**config.mk**
```make
export PLATFORM = sky130hd
export DESIGN_NAME = fdltx_top
export DESIGN_NICKNAME = d
export VERILOG_FILES = /design/src/common/fdltx_pkg.sv /design/src/core/fdltx_boc.sv /design/src/core/fdltx_top.sv
export SDC_FILE = /design/constraint.sdc
export NUM_CORES = 1
export LEC_CHECK = 0
export BUFFER_PORTS_ARGS = -buffer_cell sky130_fd_sc_hd__buf_2
export CAP_MARGIN = 20
export CORE_ASPECT_RATIO = 1.2
export CORE_MARGIN = 1
export CORE_UTILIZATION = 50
export CTS_CLUSTER_DIAMETER = 120
export DETAILED_ROUTE_END_ITERATION = 10
export MAX_ROUTING_LAYER = met4
export PLACE_DENSITY = 0.75
export SYNTH_ARGS = -nofsm -noshare
export SYNTH_HDL_FRONTEND = slang
export SYNTH_SLANG_ARGS = --single-unit
```
**constraint.sdc**
```tcl
create_clock -name pclk -period 2 [get_ports pclk]
set_input_delay 0.2 -clock pclk [delete_from_list [all_inputs] [get_ports pclk]]
set_output_delay 0.2 -clock pclk [all_outputs]
set_load 0.02 [all_outputs]
```
**src/common/fdltx_pkg.sv**
```systemverilog
// Shared constants and types for the data link transmitter.
// Assumes an APB host with 32-bit data and a same-clock line transmitter.
package fdltx_pkg;

  // Register byte offsets
  localparam logic [4:0] OFS_CTRL   = 5'h00;
  localparam logic [4:0] OFS_CODE   = 5'h04;
  localparam logic [4:0] OFS_TXDATA = 5'h08;
  localparam logic [4:0] OFS_STATUS = 5'h0C;
  localparam logic [4:0] OFS_MASK   = 5'h10;

  // Field positions
  localparam int ST_BREQ  = 0;
  localparam int ST_UDR   = 1;
  localparam int TXD_LAST = 8;
  localparam int RD_FULL  = 8;
  localparam int RD_BUSY  = 9;

  // Reset values
  localparam logic [3:0] CTRL_RST   = 4'h0;
  localparam logic [5:0] CODE_RST   = 6'h3F;
  localparam logic [1:0] STATUS_RST = 2'h0;
  localparam logic [1:0] MASK_RST   = 2'h0;

  // Link patterns
  localparam logic [5:0]  CODE_IDLE    = 6'h3F;
  localparam logic [7:0]  BOC_PREAMBLE = 8'hFF;
  localparam logic [7:0]  FLAG_CHAR    = 8'h7E;
  localparam logic [7:0]  ABORT_CHAR   = 8'hFE;
  localparam logic [7:0]  IDLE_CHAR    = 8'hFF;
  localparam logic [15:0] CRC_POLY     = 16'h1021;
  localparam logic [15:0] CRC_PRESET   = 16'hFFFF;
  localparam logic [2:0]  STUFF_RUN    = 3'h5;

  // Frame formats offered by the line transmitter
  localparam logic [1:0] FMT_ESF  = 2'h0;
  localparam logic [1:0] FMT_T1DM = 2'h1;
  localparam logic [1:0] FMT_SFDL = 2'h2;
  localparam logic [1:0] FMT_NONE = 2'h3;

  typedef struct packed {
    logic internal;
    logic abort;
    logic crc_en;
    logic en;
  } fdltx_ctrl_t;

  typedef struct packed {
    logic valid;
    logic data;
  } fdltx_dl_t;

  typedef enum logic [2:0] {HS_OFF, HS_FLAG, HS_DATA, HS_CRC, HS_ABORT} fdltx_hstate_t;

  function automatic logic [15:0] fdltx_rev16(input logic [15:0] v);
    logic [15:0] r;
    r = '0;
    for (int i = 0; i < 16; i++) begin
      r[i] = v[15 - i];
    end
    return r;
  endfunction

endpackage

```
**src/core/fdltx_boc.sv**
```systemverilog
// Bit oriented code generator: repeats a 16-bit code pattern per link bit.
// Assumes tick is a one-cycle pulse on pclk, one per data link slot.
`timescale 1ns/1ps
module fdltx_boc import fdltx_pkg::*; (
  // Clock and reset
  input  wire logic       pclk,
  input  wire logic       presetn,
  // Control
  input  wire logic       tick,
  input  wire logic [5:0] code,
  // Pattern out
  output logic            active,
  output logic            bit_o
);

  logic [3:0]  cnt;
  logic [5:0]  lat;
  logic [3:0]  next_cnt;
  logic [5:0]  next_lat;
  logic [15:0] pattern;

  // Code is latched only at pattern boundaries so a rewrite never tears a pattern
  always_comb begin
    pattern  = {BOC_PREAMBLE, 1'b0, lat, 1'b0};
    active   = (lat != CODE_IDLE);
    bit_o    = pattern[4'hF - cnt];
    next_cnt = cnt;
    next_lat = lat;
    if (tick) begin
      next_cnt = active ? 4'(cnt + 4'h1) : 4'h0;
      if (!active || cnt == 4'hF) begin
        next_lat = code;
      end
    end
  end

  always_ff @(posedge pclk or negedge presetn) begin
    if (!presetn) begin
      cnt <= 4'h0;
      lat <= CODE_RST;
    end else begin
      cnt <= next_cnt;
      lat <= next_lat;
    end
  end

endmodule // fdltx_boc

```
**src/core/fdltx_top.sv**
```systemverilog
// Data link transmitter: code generator, HDLC framer and external link source.
// Assumes APB on pclk and a line transmitter on pclk that pulses slot_req per link bit.
//
// Overview of operation
// - Send programmed six-bit codes; all ones stops
// - Pattern: eight ones, zero, code, zero
// - Code beats other content; yellow alarm beats code
// - HDLC frames only when internal transmitter selected
// - Enabled and idle: continuous flags
// - Double-buffered data; interrupt after each byte
// - After last byte: CRC or flag, then flags; a byte already buffered when the CRC ends starts the next frame with no flag
// - Insert zero after five ones in frame
// - Abort bit forces continuous abort characters
// - Empty buffer mid-frame: abort and underrun flag
// - Each event has own enable onto interrupt
// - Internal off: clock out, serial pin in
// - Slot offered in ESF, T1DM, superframe-datalink
//
// Our own choices: the register addresses and the APB interface to the registers.
`timescale 1ns/1ps
module fdltx_top import fdltx_pkg::*; #(
  parameter int ADDR_W = 5
) (
  // Clock and reset
  input  wire logic              pclk,
  input  wire logic              presetn,
  // APB slave
  input  wire logic              psel,
  input  wire logic              penable,
  input  wire logic              pwrite,
  input  wire logic [ADDR_W-1:0] paddr,
  input  wire logic [31:0]       pwdata,
  output logic      [31:0]       prdata,
  output logic                   pready,
  output logic                   pslverr,
  // Line transmitter data link slot
  input  wire logic              slot_req,
  input  wire logic [1:0]        link_format,
  input  wire logic              yellow_active,
  input  wire logic              yellow_bit,
  output fdltx_dl_t              dl_out,
  // External link source
  input  wire logic              link_serial_in,
  output logic                   link_clock_out,
  // Interrupt
  output logic                   irq_out_n
);

  if (ADDR_W < 5 || ADDR_W > 32) begin : g_chk
    $error("fdltx_top: ADDR_W must be 5 to 32");
  end

  function automatic logic hit(input logic [ADDR_W-1:0] a, input logic [4:0] ofs);
    return (a == ADDR_W'(ofs));
  endfunction

  // Register state
  fdltx_ctrl_t ctrl;
  logic [5:0]  code;
  logic [1:0]  status;
  logic [1:0]  mask;
  fdltx_ctrl_t next_ctrl;
  logic [5:0]  next_code;
  logic [1:0]  next_status;
  logic [1:0]  next_mask;
  logic [31:0] next_prdata;
  logic        next_pready;
  logic        next_pslverr;
  logic        next_irq_out_n;

  // HDLC state
  fdltx_hstate_t hst;
  fdltx_hstate_t next_hst;
  logic [15:0]   sh;
  logic [15:0]   next_sh;
  logic [4:0]    cnt;
  logic [4:0]    next_cnt;
  logic [2:0]    ones;
  logic [2:0]    next_ones;
  logic [15:0]   crc;
  logic [15:0]   next_crc;
  logic [15:0]   crc_upd;
  logic          cur_last;
  logic          next_cur_last;
  logic [7:0]    hold;
  logic [7:0]    next_hold;
  logic          hold_full;
  logic          next_hold_full;
  logic          hold_last;
  logic          next_hold_last;
  logic          breq_ev;
  logic          udr_ev;
  logic          stuff_now;
  logic          hdlc_bit;

  // Link side
  logic        sync1;
  logic        sync2;
  logic        sync3;
  logic        ext_bit;
  logic        next_ext_bit;
  fdltx_dl_t   next_dl_out;
  logic        next_link_clock_out;
  logic        esf;
  logic        int_path;
  logic        boc_tick;
  logic        hdlc_tick;
  logic        boc_active;
  logic        boc_bit;
  logic        bus_wr;
  logic        wr_txdata;

  assign esf       = (link_format == FMT_ESF);
  assign int_path  = ctrl.internal && esf;
  assign boc_tick  = slot_req && esf && !yellow_active;
  assign hdlc_tick = boc_tick && int_path && !boc_active;
  assign bus_wr    = psel && penable && pwrite && pready;
  assign wr_txdata = bus_wr && hit(paddr, OFS_TXDATA);

  fdltx_boc u_boc (
    .pclk    (pclk),
    .presetn (presetn),
    .tick    (boc_tick),
    .code    (code),
    .active  (boc_active),
    .bit_o   (boc_bit)
  );

  // Register file and interrupt
  always_comb begin
    next_ctrl    = ctrl;
    next_code    = code;
    next_mask    = mask;
    next_status  = status;
    next_pready  = psel && penable && !pready;
    next_pslverr = 1'b0;
    next_prdata  = 32'h0000_0000;
    if (psel && penable && !pready) begin
      if (hit(paddr, OFS_CTRL)) begin
        next_prdata = {28'h000_0000, ctrl};
      end else if (hit(paddr, OFS_CODE)) begin
        next_prdata = {26'h000_0000, code};
      end else if (hit(paddr, OFS_TXDATA)) begin
        next_prdata = {22'h00_0000, (hst == HS_DATA || hst == HS_CRC), hold_full, hold};
      end else if (hit(paddr, OFS_STATUS)) begin
        next_prdata = {30'h0000_0000, status};
      end else if (hit(paddr, OFS_MASK)) begin
        next_prdata = {30'h0000_0000, mask};
      end else begin
        next_pslverr = 1'b1;
      end
    end
    if (bus_wr) begin
      if (hit(paddr, OFS_CTRL)) begin
        next_ctrl = fdltx_ctrl_t'(pwdata[3:0]);
      end
      if (hit(paddr, OFS_CODE)) begin
        next_code = pwdata[5:0];
      end
      if (hit(paddr, OFS_MASK)) begin
        next_mask = pwdata[1:0];
      end
      if (hit(paddr, OFS_STATUS)) begin
        next_status = status & ~pwdata[1:0];
      end
    end
    // A hardware event in the clearing cycle survives
    next_status[ST_BREQ] = next_status[ST_BREQ] | breq_ev;
    next_status[ST_UDR]  = next_status[ST_UDR] | udr_ev;
    next_irq_out_n       = ~|(next_status & next_mask);
  end

  always_ff @(posedge pclk or negedge presetn) begin
    if (!presetn) begin
      ctrl      <= fdltx_ctrl_t'(CTRL_RST);
      code      <= CODE_RST;
      status    <= STATUS_RST;
      mask      <= MASK_RST;
      prdata    <= 32'h0000_0000;
      pready    <= 1'b0;
      pslverr   <= 1'b0;
      irq_out_n <= 1'b1;
    end else begin
      ctrl      <= next_ctrl;
      code      <= next_code;
      status    <= next_status;
      mask      <= next_mask;
      prdata    <= next_prdata;
      pready    <= next_pready;
      pslverr   <= next_pslverr;
      irq_out_n <= next_irq_out_n;
    end
  end

  // HDLC engine, advances one bit per granted slot
  always_comb begin
    stuff_now      = (ones == STUFF_RUN);
    hdlc_bit       = stuff_now ? 1'b0 : sh[0];
    crc_upd        = {crc[14:0], 1'b0} ^ ((crc[15] ^ sh[0]) ? CRC_POLY : 16'h0000);
    next_hst       = hst;
    next_sh        = sh;
    next_cnt       = cnt;
    next_ones      = ones;
    next_crc       = crc;
    next_cur_last  = cur_last;
    next_hold      = hold;
    next_hold_full = hold_full;
    next_hold_last = hold_last;
    breq_ev        = 1'b0;
    udr_ev         = 1'b0;
    if (hdlc_tick) begin
      if (stuff_now) begin
        next_ones = 3'h0;
      end else begin
        if (hst == HS_DATA) begin
          next_crc = crc_upd;
        end
        if (hst == HS_DATA || hst == HS_CRC) begin
          next_ones = sh[0] ? 3'(ones + 3'h1) : 3'h0;
        end else begin
          next_ones = 3'h0;
        end
        if (cnt > 5'h1) begin
          next_sh  = {1'b0, sh[15:1]};
          next_cnt = 5'(cnt - 5'h1);
        end else begin
          next_cnt = 5'h8;
          next_sh  = {8'h00, FLAG_CHAR};
          next_hst = HS_FLAG;
          if (ctrl.abort) begin
            next_hst = HS_ABORT;
            next_sh  = {8'h00, ABORT_CHAR};
          end else if (!ctrl.en) begin
            next_hst = HS_OFF;
            next_sh  = {8'h00, IDLE_CHAR};
          end else begin
            unique case (hst)
              HS_OFF, HS_FLAG, HS_CRC, HS_ABORT: begin
                if (hold_full) begin
                  next_hst       = HS_DATA;
                  next_sh        = {8'h00, hold};
                  next_crc       = CRC_PRESET;
                  next_cur_last  = hold_last;
                  next_hold_full = 1'b0;
                  breq_ev        = 1'b1;
                end
              end
              HS_DATA: begin
                if (cur_last) begin
                  if (ctrl.crc_en) begin
                    next_hst = HS_CRC;
                    next_sh  = fdltx_rev16(~crc_upd);
                    next_cnt = 5'h10;
                  end
                end else if (hold_full) begin
                  next_hst       = HS_DATA;
                  next_sh        = {8'h00, hold};
                  next_cur_last  = hold_last;
                  next_hold_full = 1'b0;
                  breq_ev        = 1'b1;
                end else begin
                  next_hst = HS_ABORT;
                  next_sh  = {8'h00, ABORT_CHAR};
                  udr_ev   = 1'b1;
                end
              end
            endcase
          end
        end
      end
    end
    // A write in the loading cycle refills the buffer; writes into a full buffer are dropped
    if (wr_txdata && (!hold_full || breq_ev)) begin
      next_hold      = pwdata[7:0];
      next_hold_last = pwdata[TXD_LAST];
      next_hold_full = 1'b1;
    end
  end

  always_ff @(posedge pclk or negedge presetn) begin
    if (!presetn) begin
      hst       <= HS_OFF;
      sh        <= {8'h00, IDLE_CHAR};
      cnt       <= 5'h1;
      ones      <= 3'h0;
      crc       <= CRC_PRESET;
      cur_last  <= 1'b0;
      hold      <= 8'h00;
      hold_full <= 1'b0;
      hold_last <= 1'b0;
    end else begin
      hst       <= next_hst;
      sh        <= next_sh;
      cnt       <= next_cnt;
      ones      <= next_ones;
      crc       <= next_crc;
      cur_last  <= next_cur_last;
      hold      <= next_hold;
      hold_full <= next_hold_full;
      hold_last <= next_hold_last;
    end
  end

  // Link output selection and external source
  always_comb begin
    next_ext_bit = (sync2 == sync3) ? sync3 : ext_bit;
    next_dl_out.valid = slot_req && (link_format != FMT_NONE);
    if (yellow_active && esf) begin
      next_dl_out.data = yellow_bit;
    end else if (boc_active && esf) begin
      next_dl_out.data = boc_bit;
    end else if (int_path) begin
      next_dl_out.data = hdlc_bit;
    end else begin
      next_dl_out.data = ext_bit;
    end
    next_link_clock_out = slot_req && !int_path && (link_format != FMT_NONE);
  end

  always_ff @(posedge pclk or negedge presetn) begin
    if (!presetn) begin
      sync1          <= 1'b0;
      sync2          <= 1'b0;
      sync3          <= 1'b0;
      ext_bit        <= 1'b0;
      dl_out         <= '0;
      link_clock_out <= 1'b0;
    end else begin
      sync1          <= link_serial_in;
      sync2          <= sync1;
      sync3          <= sync2;
      ext_bit        <= next_ext_bit;
      dl_out         <= next_dl_out;
      link_clock_out <= next_link_clock_out;
    end
  end

endmodule // fdltx_top

```
Word-level counts from Yosys, hierarchy flattened
Index checks and enable logic that the tools add are counted.
- output and inout port bits: 38
- word-level logic and storage cells: 185
- input port bits: 48
- flip-flop bits (word level): 120
- equality and inequality tests: 18
- reduce and logical (&&, ||, !) cells: 39
- bitwise gates (word level): 11
- order comparisons: 2
- muxes and demuxes: 82
- $add $sub $neg: 4
- operators by type and width (kind ; number):
    2-to-1 mux 16 bit ; 11
    2-to-1 mux 10 bit ; 4
    2-to-1 mux 1 bit ; 36
    case mux 16 bit (2 select lines) ; 1
    2-to-1 mux 5 bit ; 6
    2-to-1 mux 3 bit ; 7
    logical AND 1 bit ; 16
    2-to-1 mux 2 bit ; 8
    2-to-1 mux 8 bit ; 2
    inverter 16 bit ; 1
    bitwise XOR 16 x 13 -> 16 bit ; 1
    2-to-1 mux 13 bit ; 1
    AND reduction 6 bit ; 2
    equality test 5 x 4 -> 1 bit, second input constant ; 2
    AND reduction 2 bit ; 4
    equality test 3 x 2 -> 1 bit, second input constant ; 2
    equality test 3 bit, second input constant ; 2
    logical NOT 1 bit ; 6
    inequality test 2 x 1 -> 1 bit, second input constant ; 3
    inequality test 6 bit, second input constant ; 1
    case mux 1 bit (2 select lines) ; 3
    case mux 3 bit (2 select lines) ; 1
    equality test 5 x 3 -> 1 bit, second input constant ; 1
    equality test 5 bit, second input constant ; 1
    other kinds (26) ; 34

Depth between registers and ports, before layout
Gate-level depths: netlist (run 1).
- depth after elaboration: 12
- mapped depth: 8
- gate-level depth less buffers: 7

Hierarchy
From an unflattened synthesis (run 1), not the netlist that was laid out.
- cells, all modules: 474
- area total of the unflattened synthesis: 4918.5 µm²
- modules (own cells, without submodules) (module ; times used ; cells an instance ; area each (µm²) ; seq. area each (µm²)):
    fdltx_top ; 1 ; 428 ; 4346.7 ; 2242.2
    fdltx_boc ; 1 ; 46 ; 571.8 ; 257.7

Worst setup path after synthesis (run 1)
OpenSTA, ideal clock, no wires.
- path kind: reg-to-reg
- from: register hst[2]
- to: register hold[0]
- clock period less this slack: 1937 ps
- setup slack: 63 ps
- data required time: 1875 ps
- buffers on the path: 2
- data arrival time: 1812 ps
- library setup time: 125 ps
- cell stages (with the launch flop): 8
- cells stage by stage: dfrtp_1 clkbuf_1 nand4bb_1 and3_1 clkbuf_1 a31o_2 nand4_4 mux2_2
- word-level cells in the longest chain between the ends: 10
- elaborated cells on any way between the ends: 14
- classes of those cells: eq/ne (4); mux (6); reduce/logical (4)
- ends and longest elaborated chain (what ; RTL line ; source):
    start: declaration ; fdltx_top.sv:72 ; fdltx_hstate_t hst;
    start signal: assignment ; fdltx_top.sv:292 ; hst <= next_hst;
    equality test 3 x 2 -> 1 bit (tied with other cells) ; fdltx_top.sv:237 ; unique case (hst)
    OR reduction 4 bit ; fdltx_top.sv:237 ;
    case mux 1 bit (2 select lines) (*) ; fdltx_top.sv:237 ;
    2-to-1 mux 1 bit (*) ; fdltx_top.sv:233 ; end else if (!ctrl.en) begin
    2-to-1 mux 1 bit (*) ; fdltx_top.sv:230 ; if (ctrl.abort) begin
    2-to-1 mux 1 bit (*) ; fdltx_top.sv:223 ; if (cnt > 5'h1) begin
    2-to-1 mux 1 bit (*) ; fdltx_top.sv:212 ; if (stuff_now) begin
    2-to-1 mux 1 bit (*) ; fdltx_top.sv:211 ; if (hdlc_tick) begin
    logical OR 1 bit (*) ; fdltx_top.sv:273 ; if (wr_txdata && (!hold_full || breq_ev)) begin
    logical AND 1 bit (*) ; fdltx_top.sv:273 ;
    end signal: assignment ; fdltx_top.sv:298 ; hold <= next_hold;
    end: declaration ; fdltx_top.sv:85 ; logic [7:0] hold;
Every way passes the cells marked *; elsewhere a longest branch is shown, timed or not.
A chain may end at the register's enable or synchronous reset.

Worst setup path after layout (run 1)
- from: register ones[0]
- to: register crc[0]
- word-level cells in the longest chain between the ends: 3
- ends and longest elaborated chain (what ; RTL line ; source):
    start: declaration ; fdltx_top.sv:78 ; logic [2:0] ones;
    start signal: assignment ; fdltx_top.sv:295 ; ones <= next_ones;
    equality test 3 bit ; fdltx_top.sv:197 ; stuff_now = (ones == STUFF_RUN);
    inverter 1 bit (no line) ; -- ;
    AND reduction 2 bit (no line) ; -- ;
    end signal: assignment ; fdltx_top.sv:296 ; crc <= next_crc;
    end: declaration ; fdltx_top.sv:80 ; logic [15:0] crc;
Every way passes these cells.

==> out/metrics.yaml, run 1 <==
floorplan:
  core_um2: 9180
  die_w_um: 91.3
  num_rows: 38
  die_area_um2: 9980
  floorplan.initialDensity_pct: 52.2
  total_i_o_pin_count: 86
  die_y_um: 109
timing:
  report.final.slew_viol_count: 0
  finalClockSkew_ns: 0.0144
  period_needed_ns: 1.96
  timing.slew.headroom_pct: 58.8
  setup_tns_ns: 0
  rsz0062_at_grt: "true"
  timing.final.hold_violations: 0
  timing.hold.ws_ns: 0.0673
  fmax_mhz: 509
  setup-violations-final: 0
  period_utilization_post_route_pct: 98.2
  worst_pin_slew_ns: 0.613
  setup_slack_ns: 0.0351
placed_design:
  buffer_ports.inserted: 40
  place_congestion: 0.838
  pre_cts_slack_ns: -0.140
  detailedPlacementHpwl_um: 7720
  cell_count_after_placement: 645
min_path:
  hold_path_startpoint: "pwdata[7]"
  hold_path_depth: 2
  min_to: "hold[7]$_DFFE_PN0P_"
  worst_hold_path_type: "input port to flop"
synth:
  synth_area_leaders: "dfrtp_1 31%, dfstp_2 21%, mux2_2 5.9%, nand3_1 4.4%, a21oi_1 3.6%"
  synth.yosys.warnings: 0
  synth_largest_type_area_fraction_pct: 31.3
  yosys.area.top_type: "dfrtp_1"
  postSynth.topFlopCell: "dfrtp_1"
  synth.most_common_cell: "dfrtp_1"
  synth.cell_area_um2: 4790
  synth_cells: 470
  synth.cells.most_frequent: "60 x dfrtp_1, 45 x nand2_1, 42 x nand3_1, 38 x dfstp_2, 34 x a21oi_1"
  proportion_of_register_bits_with_asynchronous_set_or_reset_after_synthesis_pct: 100
  post_synth_num_cell_types: 60
  post_synth.cell_area_avg_um2: 10.2
  synth_enable_flop_cells: 0
  seq_area_frac_synth_pct: 52.2
  ys_seq_elements: 98
worst_setup_path:
  crit_path_end_kind: "flop"
  worstPathCellList: "ha_4 > a21bo_2 > nor4_4 > buf_4 > buf_6 > nand2_1 > buf_6 > mux2i_1 > nand2_1"
  minimum_setup_slack_among_reg_to_reg_paths_ns: 0.04
  r2r_end: "crc[0]$_DFFE_PN1P_"
  worstPathBufferInverterCount: 3
  worst_path_max_delay_cell: "dfrtp_1"
  reg2regPathDepth: 9
  timing.setup.critical_path_class: "flop to flop"
  crit_family: "buffers and inverters"
  rr_startpoint: "ones[0]$_DFFE_PN0P_"
  critical_path.max_stage_delay_ns: 0.41
  worstPathArrival_ns: 2.28
  worstPathMaxFanout: 9
  worst-endpoint-required_ns: 2.31
  critical_path.startpoint_type: "flop"
grt:
  wire_length_of_the_first_global_routing_pass_um: 17600
  grt_start_max_net_pins: 46
  gr_peak_layer: "met2"
  use_met1_pct: 26.6
  antenna_found_initial: 0
  number_of_global_route_vias_before_repair: 3701
  grt_usage_pct: 23.7
  grt_use_met2_pct: 40.3
  globalRoute.totalOverflow: 0
  use_met3_pct: 4.74
power:
  p_int_mw: 2.94
  share_seq_of_total_power_pct: 53.7
  combinationalPowerShare_pct: 8.8
  power.density_cell_area_nw_per_um2: 687
  power.share.switching_pct: 24.5
  total_power_mw: 3.90
  p_leak_nw: 2.64
  total_switching_power_uw: 955
  clkPwrFrac_pct: 37.5
  irDropWorstVdd_uv: 305
route:
  wl_per_cell_um: 16.1
  route.detailed.vias_per_inst: 5.52
  first_pass_iteration_count_of_the_detailed_router: 4
  vias: 3677
  drt_total_wl_um: 10800
  first_iter_violations: 259
  drc_errors: 0
  drtAntennaViolNets: 0
cts:
  cts_max_level: 3
  tritoncts_num_sinks: 98
  cts_buffers: 9
  clk-insertion-delay-late_ns: 0.38
  clk_pin_slew_ns: 0.09
  clock_tree.root_cell: "clkbuf_8"
  clock_tree.buffer_depth: 2
  tritoncts: "yes"
final_layout:
  post_route_cells_drive_above_1_share_pct: 32.6
  nFillCells: 738
  syn_to_layout_area_delta_pct: 18.3
  ant_cells: 0
  nNetsFinal: 594
  final_non_filler_cells: 666
outcome:
  status: "complete, no violations"
job:
  timing.max_cap.violations: 0
area by class of cell:
class                           instances  area [um2]  area share, %
Inverter                               16        60.1           1.06
Clock inverter                          4        73.8           1.30
Timing Repair Buffer                   82         586           10.3
Sequential cell                        98        2500           44.1
Clock buffer                           12         155           2.74
Tap cell                              120         150           2.65
Multi-Input combinational cell        334        2140           37.8
stage by stage:
| step | util [%] | instance area (um2) |
|---|---|---|
| floorplan | - | 4870 |
| detailed placement | 57.7 | 5290 |
| finish | 61.8 | 5670 |
| global placement | 57.7 | 5290 |
| CTS | 60.7 | 5570 |
| global route | 61.8 | 5670 |
flip-flops by register name, indices dropped and copies added, names as in the netlist, 2 cells and up:
| signal | flops |
|---|---|
| dl_out | 2 |
| sh | 16 |
| u_boc.lat | 6 |
| cnt | 5 |
| hst | 3 |
| hold | 8 |
| prdata | 10 |
| u_boc.cnt | 4 |
| status | 2 |
| crc | 16 |
| ctrl | 4 |
| code | 6 |
| mask | 2 |
| ones | 3 |
placed cells by master, fill, tap and decap left out, types with 22 or more instances in the layout:
master    n
dfrtp_1  60
nand2_1  43
nand3_1  41
buf_2    39
dfstp_2  38
buf_4    35
a21oi_1  34
nor2_1   30
mux2_2   25
o21ai_0  24
conb_1   22
what timing repair did:
action                                 4_1_cts  5_1_grt
gates resized for setup                      6       13
setup buffers                                1        0
pin swaps                                    2        2
endpoints found under the hold margin       34        0
setup endpoints to repair                   26       55
cloned                                       0        2
hold buffers                                 2        0
layer usage:
metal | routed length [um] | up-vias
li1 | - | 1776
met1 | 4520 | 1790
met5 | 0 | -
met4 | 310 | 0
met2 | 5570 | 89
met3 | 359 | 22
how the worst max path moves through the flow:
| stage | end | start | cells after the start | slack [ns] |
|---|---|---|---|---|
| 2_1_floorplan | hold[0]$_DFFE_PN0P_ | hst[2]$_DFFE_PN0P_ | 7 | 0.06 |
| 3_3_place_gp | hold[1]$_DFFE_PN0P_ | link_format[1] | 6 | -0.05 |
| 3_5_place_dp | cur_last$_DFFE_PN0P_ | link_format[1] | 8 | -0.14 |
| 4_1_cts | cur_last$_DFFE_PN0P_ | ones[0]$_DFFE_PN0P_ | 8 | -0.005 |
| 5_1_grt | crc[0]$_DFFE_PN1P_ | ones[0]$_DFFE_PN0P_ | 9 | -0.05 |
| 6_report | crc[0]$_DFFE_PN1P_ | ones[0]$_DFFE_PN0P_ | 9 | 0.04 |
power groups by stage:
stage	Clock [mW]	Sequential, mW	Combinational, mW
after floorplan	0	2.12	0.216
after global routing	1.56	2.10	0.383
final	1.46	2.09	0.344
after detailed placement	0	2.13	0.336
after global placement	0	2.13	0.328
after CTS	1.47	2.09	0.341
cell families (layout without fill, tap and decap cells):
logic type      after synthesis  after routing  share of synthesized area, %
compound gates              103            103                          13.6
xor+xnor                      4              4                         0.732
fa+ha+maj                     6              6                          1.52
buf+inv                      60            114                          6.50
flops                        98             98                          52.2
mux                          33             33                          7.81
other cells                   1             22                        0.0783
simple gates                165            166                          17.6
No activity file was read; power rests on OpenSTA's default activity.
==> run 2: changes to the inputs <==
- RECOVER_POWER: not set -> 100
==> run 2 against run 1 <==
  * Clock skew barely moved
  * Wire length barely moved
  * Core utilization fell by 0.65 points
  * Worst setup slack barely moved
  * Die area did not move
  * Via count rose by 0.14%
  * Largest power group unchanged
  * Highest routed layer unchanged
==> out/metrics.yaml, run 2 (synthesis gave the netlist of run 1 again) <==
final_layout:
  nNetsFinal: 594  # unchanged
  ant_cells: 0  # unchanged
  finalCoreUtilization_pct: 61.1  # -0.65 points
  nFillCells: 761  # +3.1%
  layout.cells.most_common: "dfrtp_1"
  final_non_filler_cells: 666  # unchanged
  reg_top3: "crc x16, sh x16, prdata x10"
  layout.cells.most_common_list: "60 x dfrtp_1, 43 x nand2_1, 41 x nand3_1"
  syn_to_layout_area_delta_pct: 17.1
  post_route_cells_drive_above_1_share_pct: 28.6  # -4.0 points
  fin_area_um2: 5610  # -1.1%
timing:
  timing.slew.headroom_pct: 29.1  # -30 points
  timing.hold.ws_ns: 0.0696  # +0.00235 ns
  report.final.slew_viol_count: 0  # unchanged
  period_needed_ns: 1.97  # +0.000224 ns
  finalClockSkew_ns: 0.0147  # +0.000248 ns
  setup-violations-final: 0  # unchanged
  worst_pin_slew_ns: 1.06  # +0.451 ns
  timing.final.hold_violations: 0  # unchanged
  rsz0062_at_grt: "true"
  setup_tns_ns: 0  # unchanged
  period_utilization_post_route_pct: 98.3  # about the same
  fmax_mhz: 509  # about the same
worst_setup_path:
  timing.setup.critical_path_class: "flop to flop"
  crit_family: "compound AO/OA/AOI/OAI gates"
  critical_path.max_stage_delay_ns: 0.42  # about the same
  minimum_setup_slack_among_reg_to_reg_paths_ns: 0.03  # about the same
  critical_path.startpoint_type: "flop"
  worst_path_max_delay_cell: "dfrtp_1"
  worst-endpoint-required_ns: 2.32  # about the same
  setup.worst_path.start: "ones[0]$_DFFE_PN0P_"
  worstPathBufferInverterCount: 2  # -1
  worstPathArrival_ns: 2.29  # about the same
  reg2regPathDepth: 8  # -1
  rr_startpoint: "ones[0]$_DFFE_PN0P_"
  worstPathMaxFanout: 8  # -1
  timing.critical_path.to: "crc[2]$_DFFE_PN1P_"
  worstPathCellList: "ha_4 > a21bo_2 > nor4_4 > buf_4 > nand3_4 > a211o_4 > clkbuf_16 > nand3_1"
  r2r_end: "crc[2]$_DFFE_PN1P_"
  crit_cells: 8  # -1
  crit_path_end_kind: "flop"
placed_design:
  detailedPlacementHpwl_um: 7720  # unchanged
  cell_count_after_placement: 645  # unchanged
  detailed_place.area_um2: 5290  # unchanged
  place_congestion: 0.838  # unchanged
  buffer_ports.inserted: 40  # unchanged
cts:
  clock_tree.buffer_depth: 2  # unchanged
  clock_tree.root_cell: "clkbuf_8"
  clk-insertion-delay-late_ns: 0.38  # about the same
  cts_max_level: 3  # unchanged
  tritoncts_num_sinks: 98  # unchanged
  clk_pin_slew_ns: 0.09  # about the same
  cts_buffers: 9  # unchanged
  tritoncts: "yes"
route:
  drc_errors: 0  # unchanged
  first_iter_violations: 209  # -19%
  vias: 3682  # +0.14%
  wl_per_cell_um: 16.2  # about the same
  first_pass_iteration_count_of_the_detailed_router: 4  # unchanged
  route.detailed.vias_per_inst: 5.53  # +0.14%
  drtAntennaViolNets: 0  # unchanged
  drt_total_wl_um: 10800  # about the same
floorplan:
  die_area_um2: 9980  # unchanged
  num_rows: 38  # unchanged
  die_y_um: 109  # unchanged
  floorplan.initialDensity_pct: 52.2  # unchanged
  core_um2: 9180  # unchanged
  die_w_um: 91.3  # unchanged
  total_i_o_pin_count: 86  # unchanged
min_path:
  worst_hold_path_type: "input port to flop"
grt:
  number_of_global_route_vias_before_repair: 3701  # unchanged
  globalRoute.totalOverflow: 0  # unchanged
  grt_usage_pct: 23.7  # unchanged
  grt_start_max_net_pins: 46  # unchanged
  wire_length_of_the_first_global_routing_pass_um: 17600  # unchanged
  antenna_found_initial: 0  # unchanged
power:
  p_leak_nw: 2.56  # -3.2%
  power.density_cell_area_nw_per_um2: 693  # +0.81%
  irDropWorstVdd_uv: 306  # +0.34%
job:
  timing.max_cap.violations: 0  # unchanged
outcome:
  status: "complete, no violations"
[run 2: changes by cell type in the layout (fill, tap and decap cells not counted), sizes merged]
cell    before  now
buf         79   52
clkbuf      13   40
[run 2: metrics by stage]
| stage | setup WS [ns] | power (mW) |
|---|---|---|
| after floorplan | 0.0633 | 2.34 |
| after global placement | -0.0475 | 2.45 |
| after detailed placement | -0.140 | 2.46 |
| after CTS | -0.00486 | 3.91 |
| after global routing | -0.0531 | 4.03 |
| final | 0.0349 | 3.89 |
[run 2: worst reg2reg max path: stages (launching register included)]
cell,delay (ns)
dfrtp_1,0.42
ha_4,0.18
a21bo_2,0.21
nor4_4,0.30
buf_4,0.20
nand3_4,0.08
a211o_4,0.31
clkbuf_16,0.17
nand3_1,0.07
[run 2: report_power, final]
group / total (mW) / internal [mW] / switching (mW)
logic: 0.335 / 0.117 / 0.218
clock network: 1.46 / 0.774 / 0.684
registers: 2.09 / 2.04 / 0.0502
total: 3.89 / 2.93 / 0.952
[run 2: area by class of cell]
| cell class | instances | area, um2 | share of cell area (%) |
|---|---|---|---|
| flip-flops and latches | 98 | 2500 | 44.6 |
| multi-input cells | 334 | 2140 | 38.2 |
| repair buffers | 82 | 526 | 9.37 |
| clock buffers | 12 | 155 | 2.77 |
| clock inverters | 4 | 73.8 | 1.32 |
| inverters | 16 | 60.1 | 1.07 |
| well taps | 120 | 150 | 2.68 |
[run 2: per-layer routing]
| metal | global-route usage, % | share of wire (%) | routed length, um |
|---|---|---|---|
| met5 | - | 0 | 0 |
| met4 | 12.2 | 2.8 | 300 |
| met3 | 4.74 | 3.2 | 340 |
| met2 | 40.3 | 52 | 5560 |
| met1 | 26.6 | 42 | 4560 |
[run 2: worst min path at each step]
stage	depth (start not counted)	endpoint	slack, ns	start
global placement	1	u_boc.cnt[1]$_DFFE_PN0P_	0.23	presetn
detailed placement	1	u_boc.cnt[1]$_DFFE_PN0P_	0.23	presetn
floorplan	0	cnt[1]$_DFFE_PN0P_	-0.1	presetn
finish	2	hold[7]$_DFFE_PN0P_	0.07	pwdata[7]
global route	2	hold[7]$_DFFE_PN0P_	0.06	pwdata[7]
CTS	2	hold[6]$_DFFE_PN0P_	0.06	pwdata[6]
[run 2: timing repair]
action	in CTS	in global routing
hold endpoints to repair	34	0
cloned	0	2
pin swaps	2	2
hold buffers	2	0
setup endpoints to repair	26	55
setup buffers	1	0
resized for setup	6	13
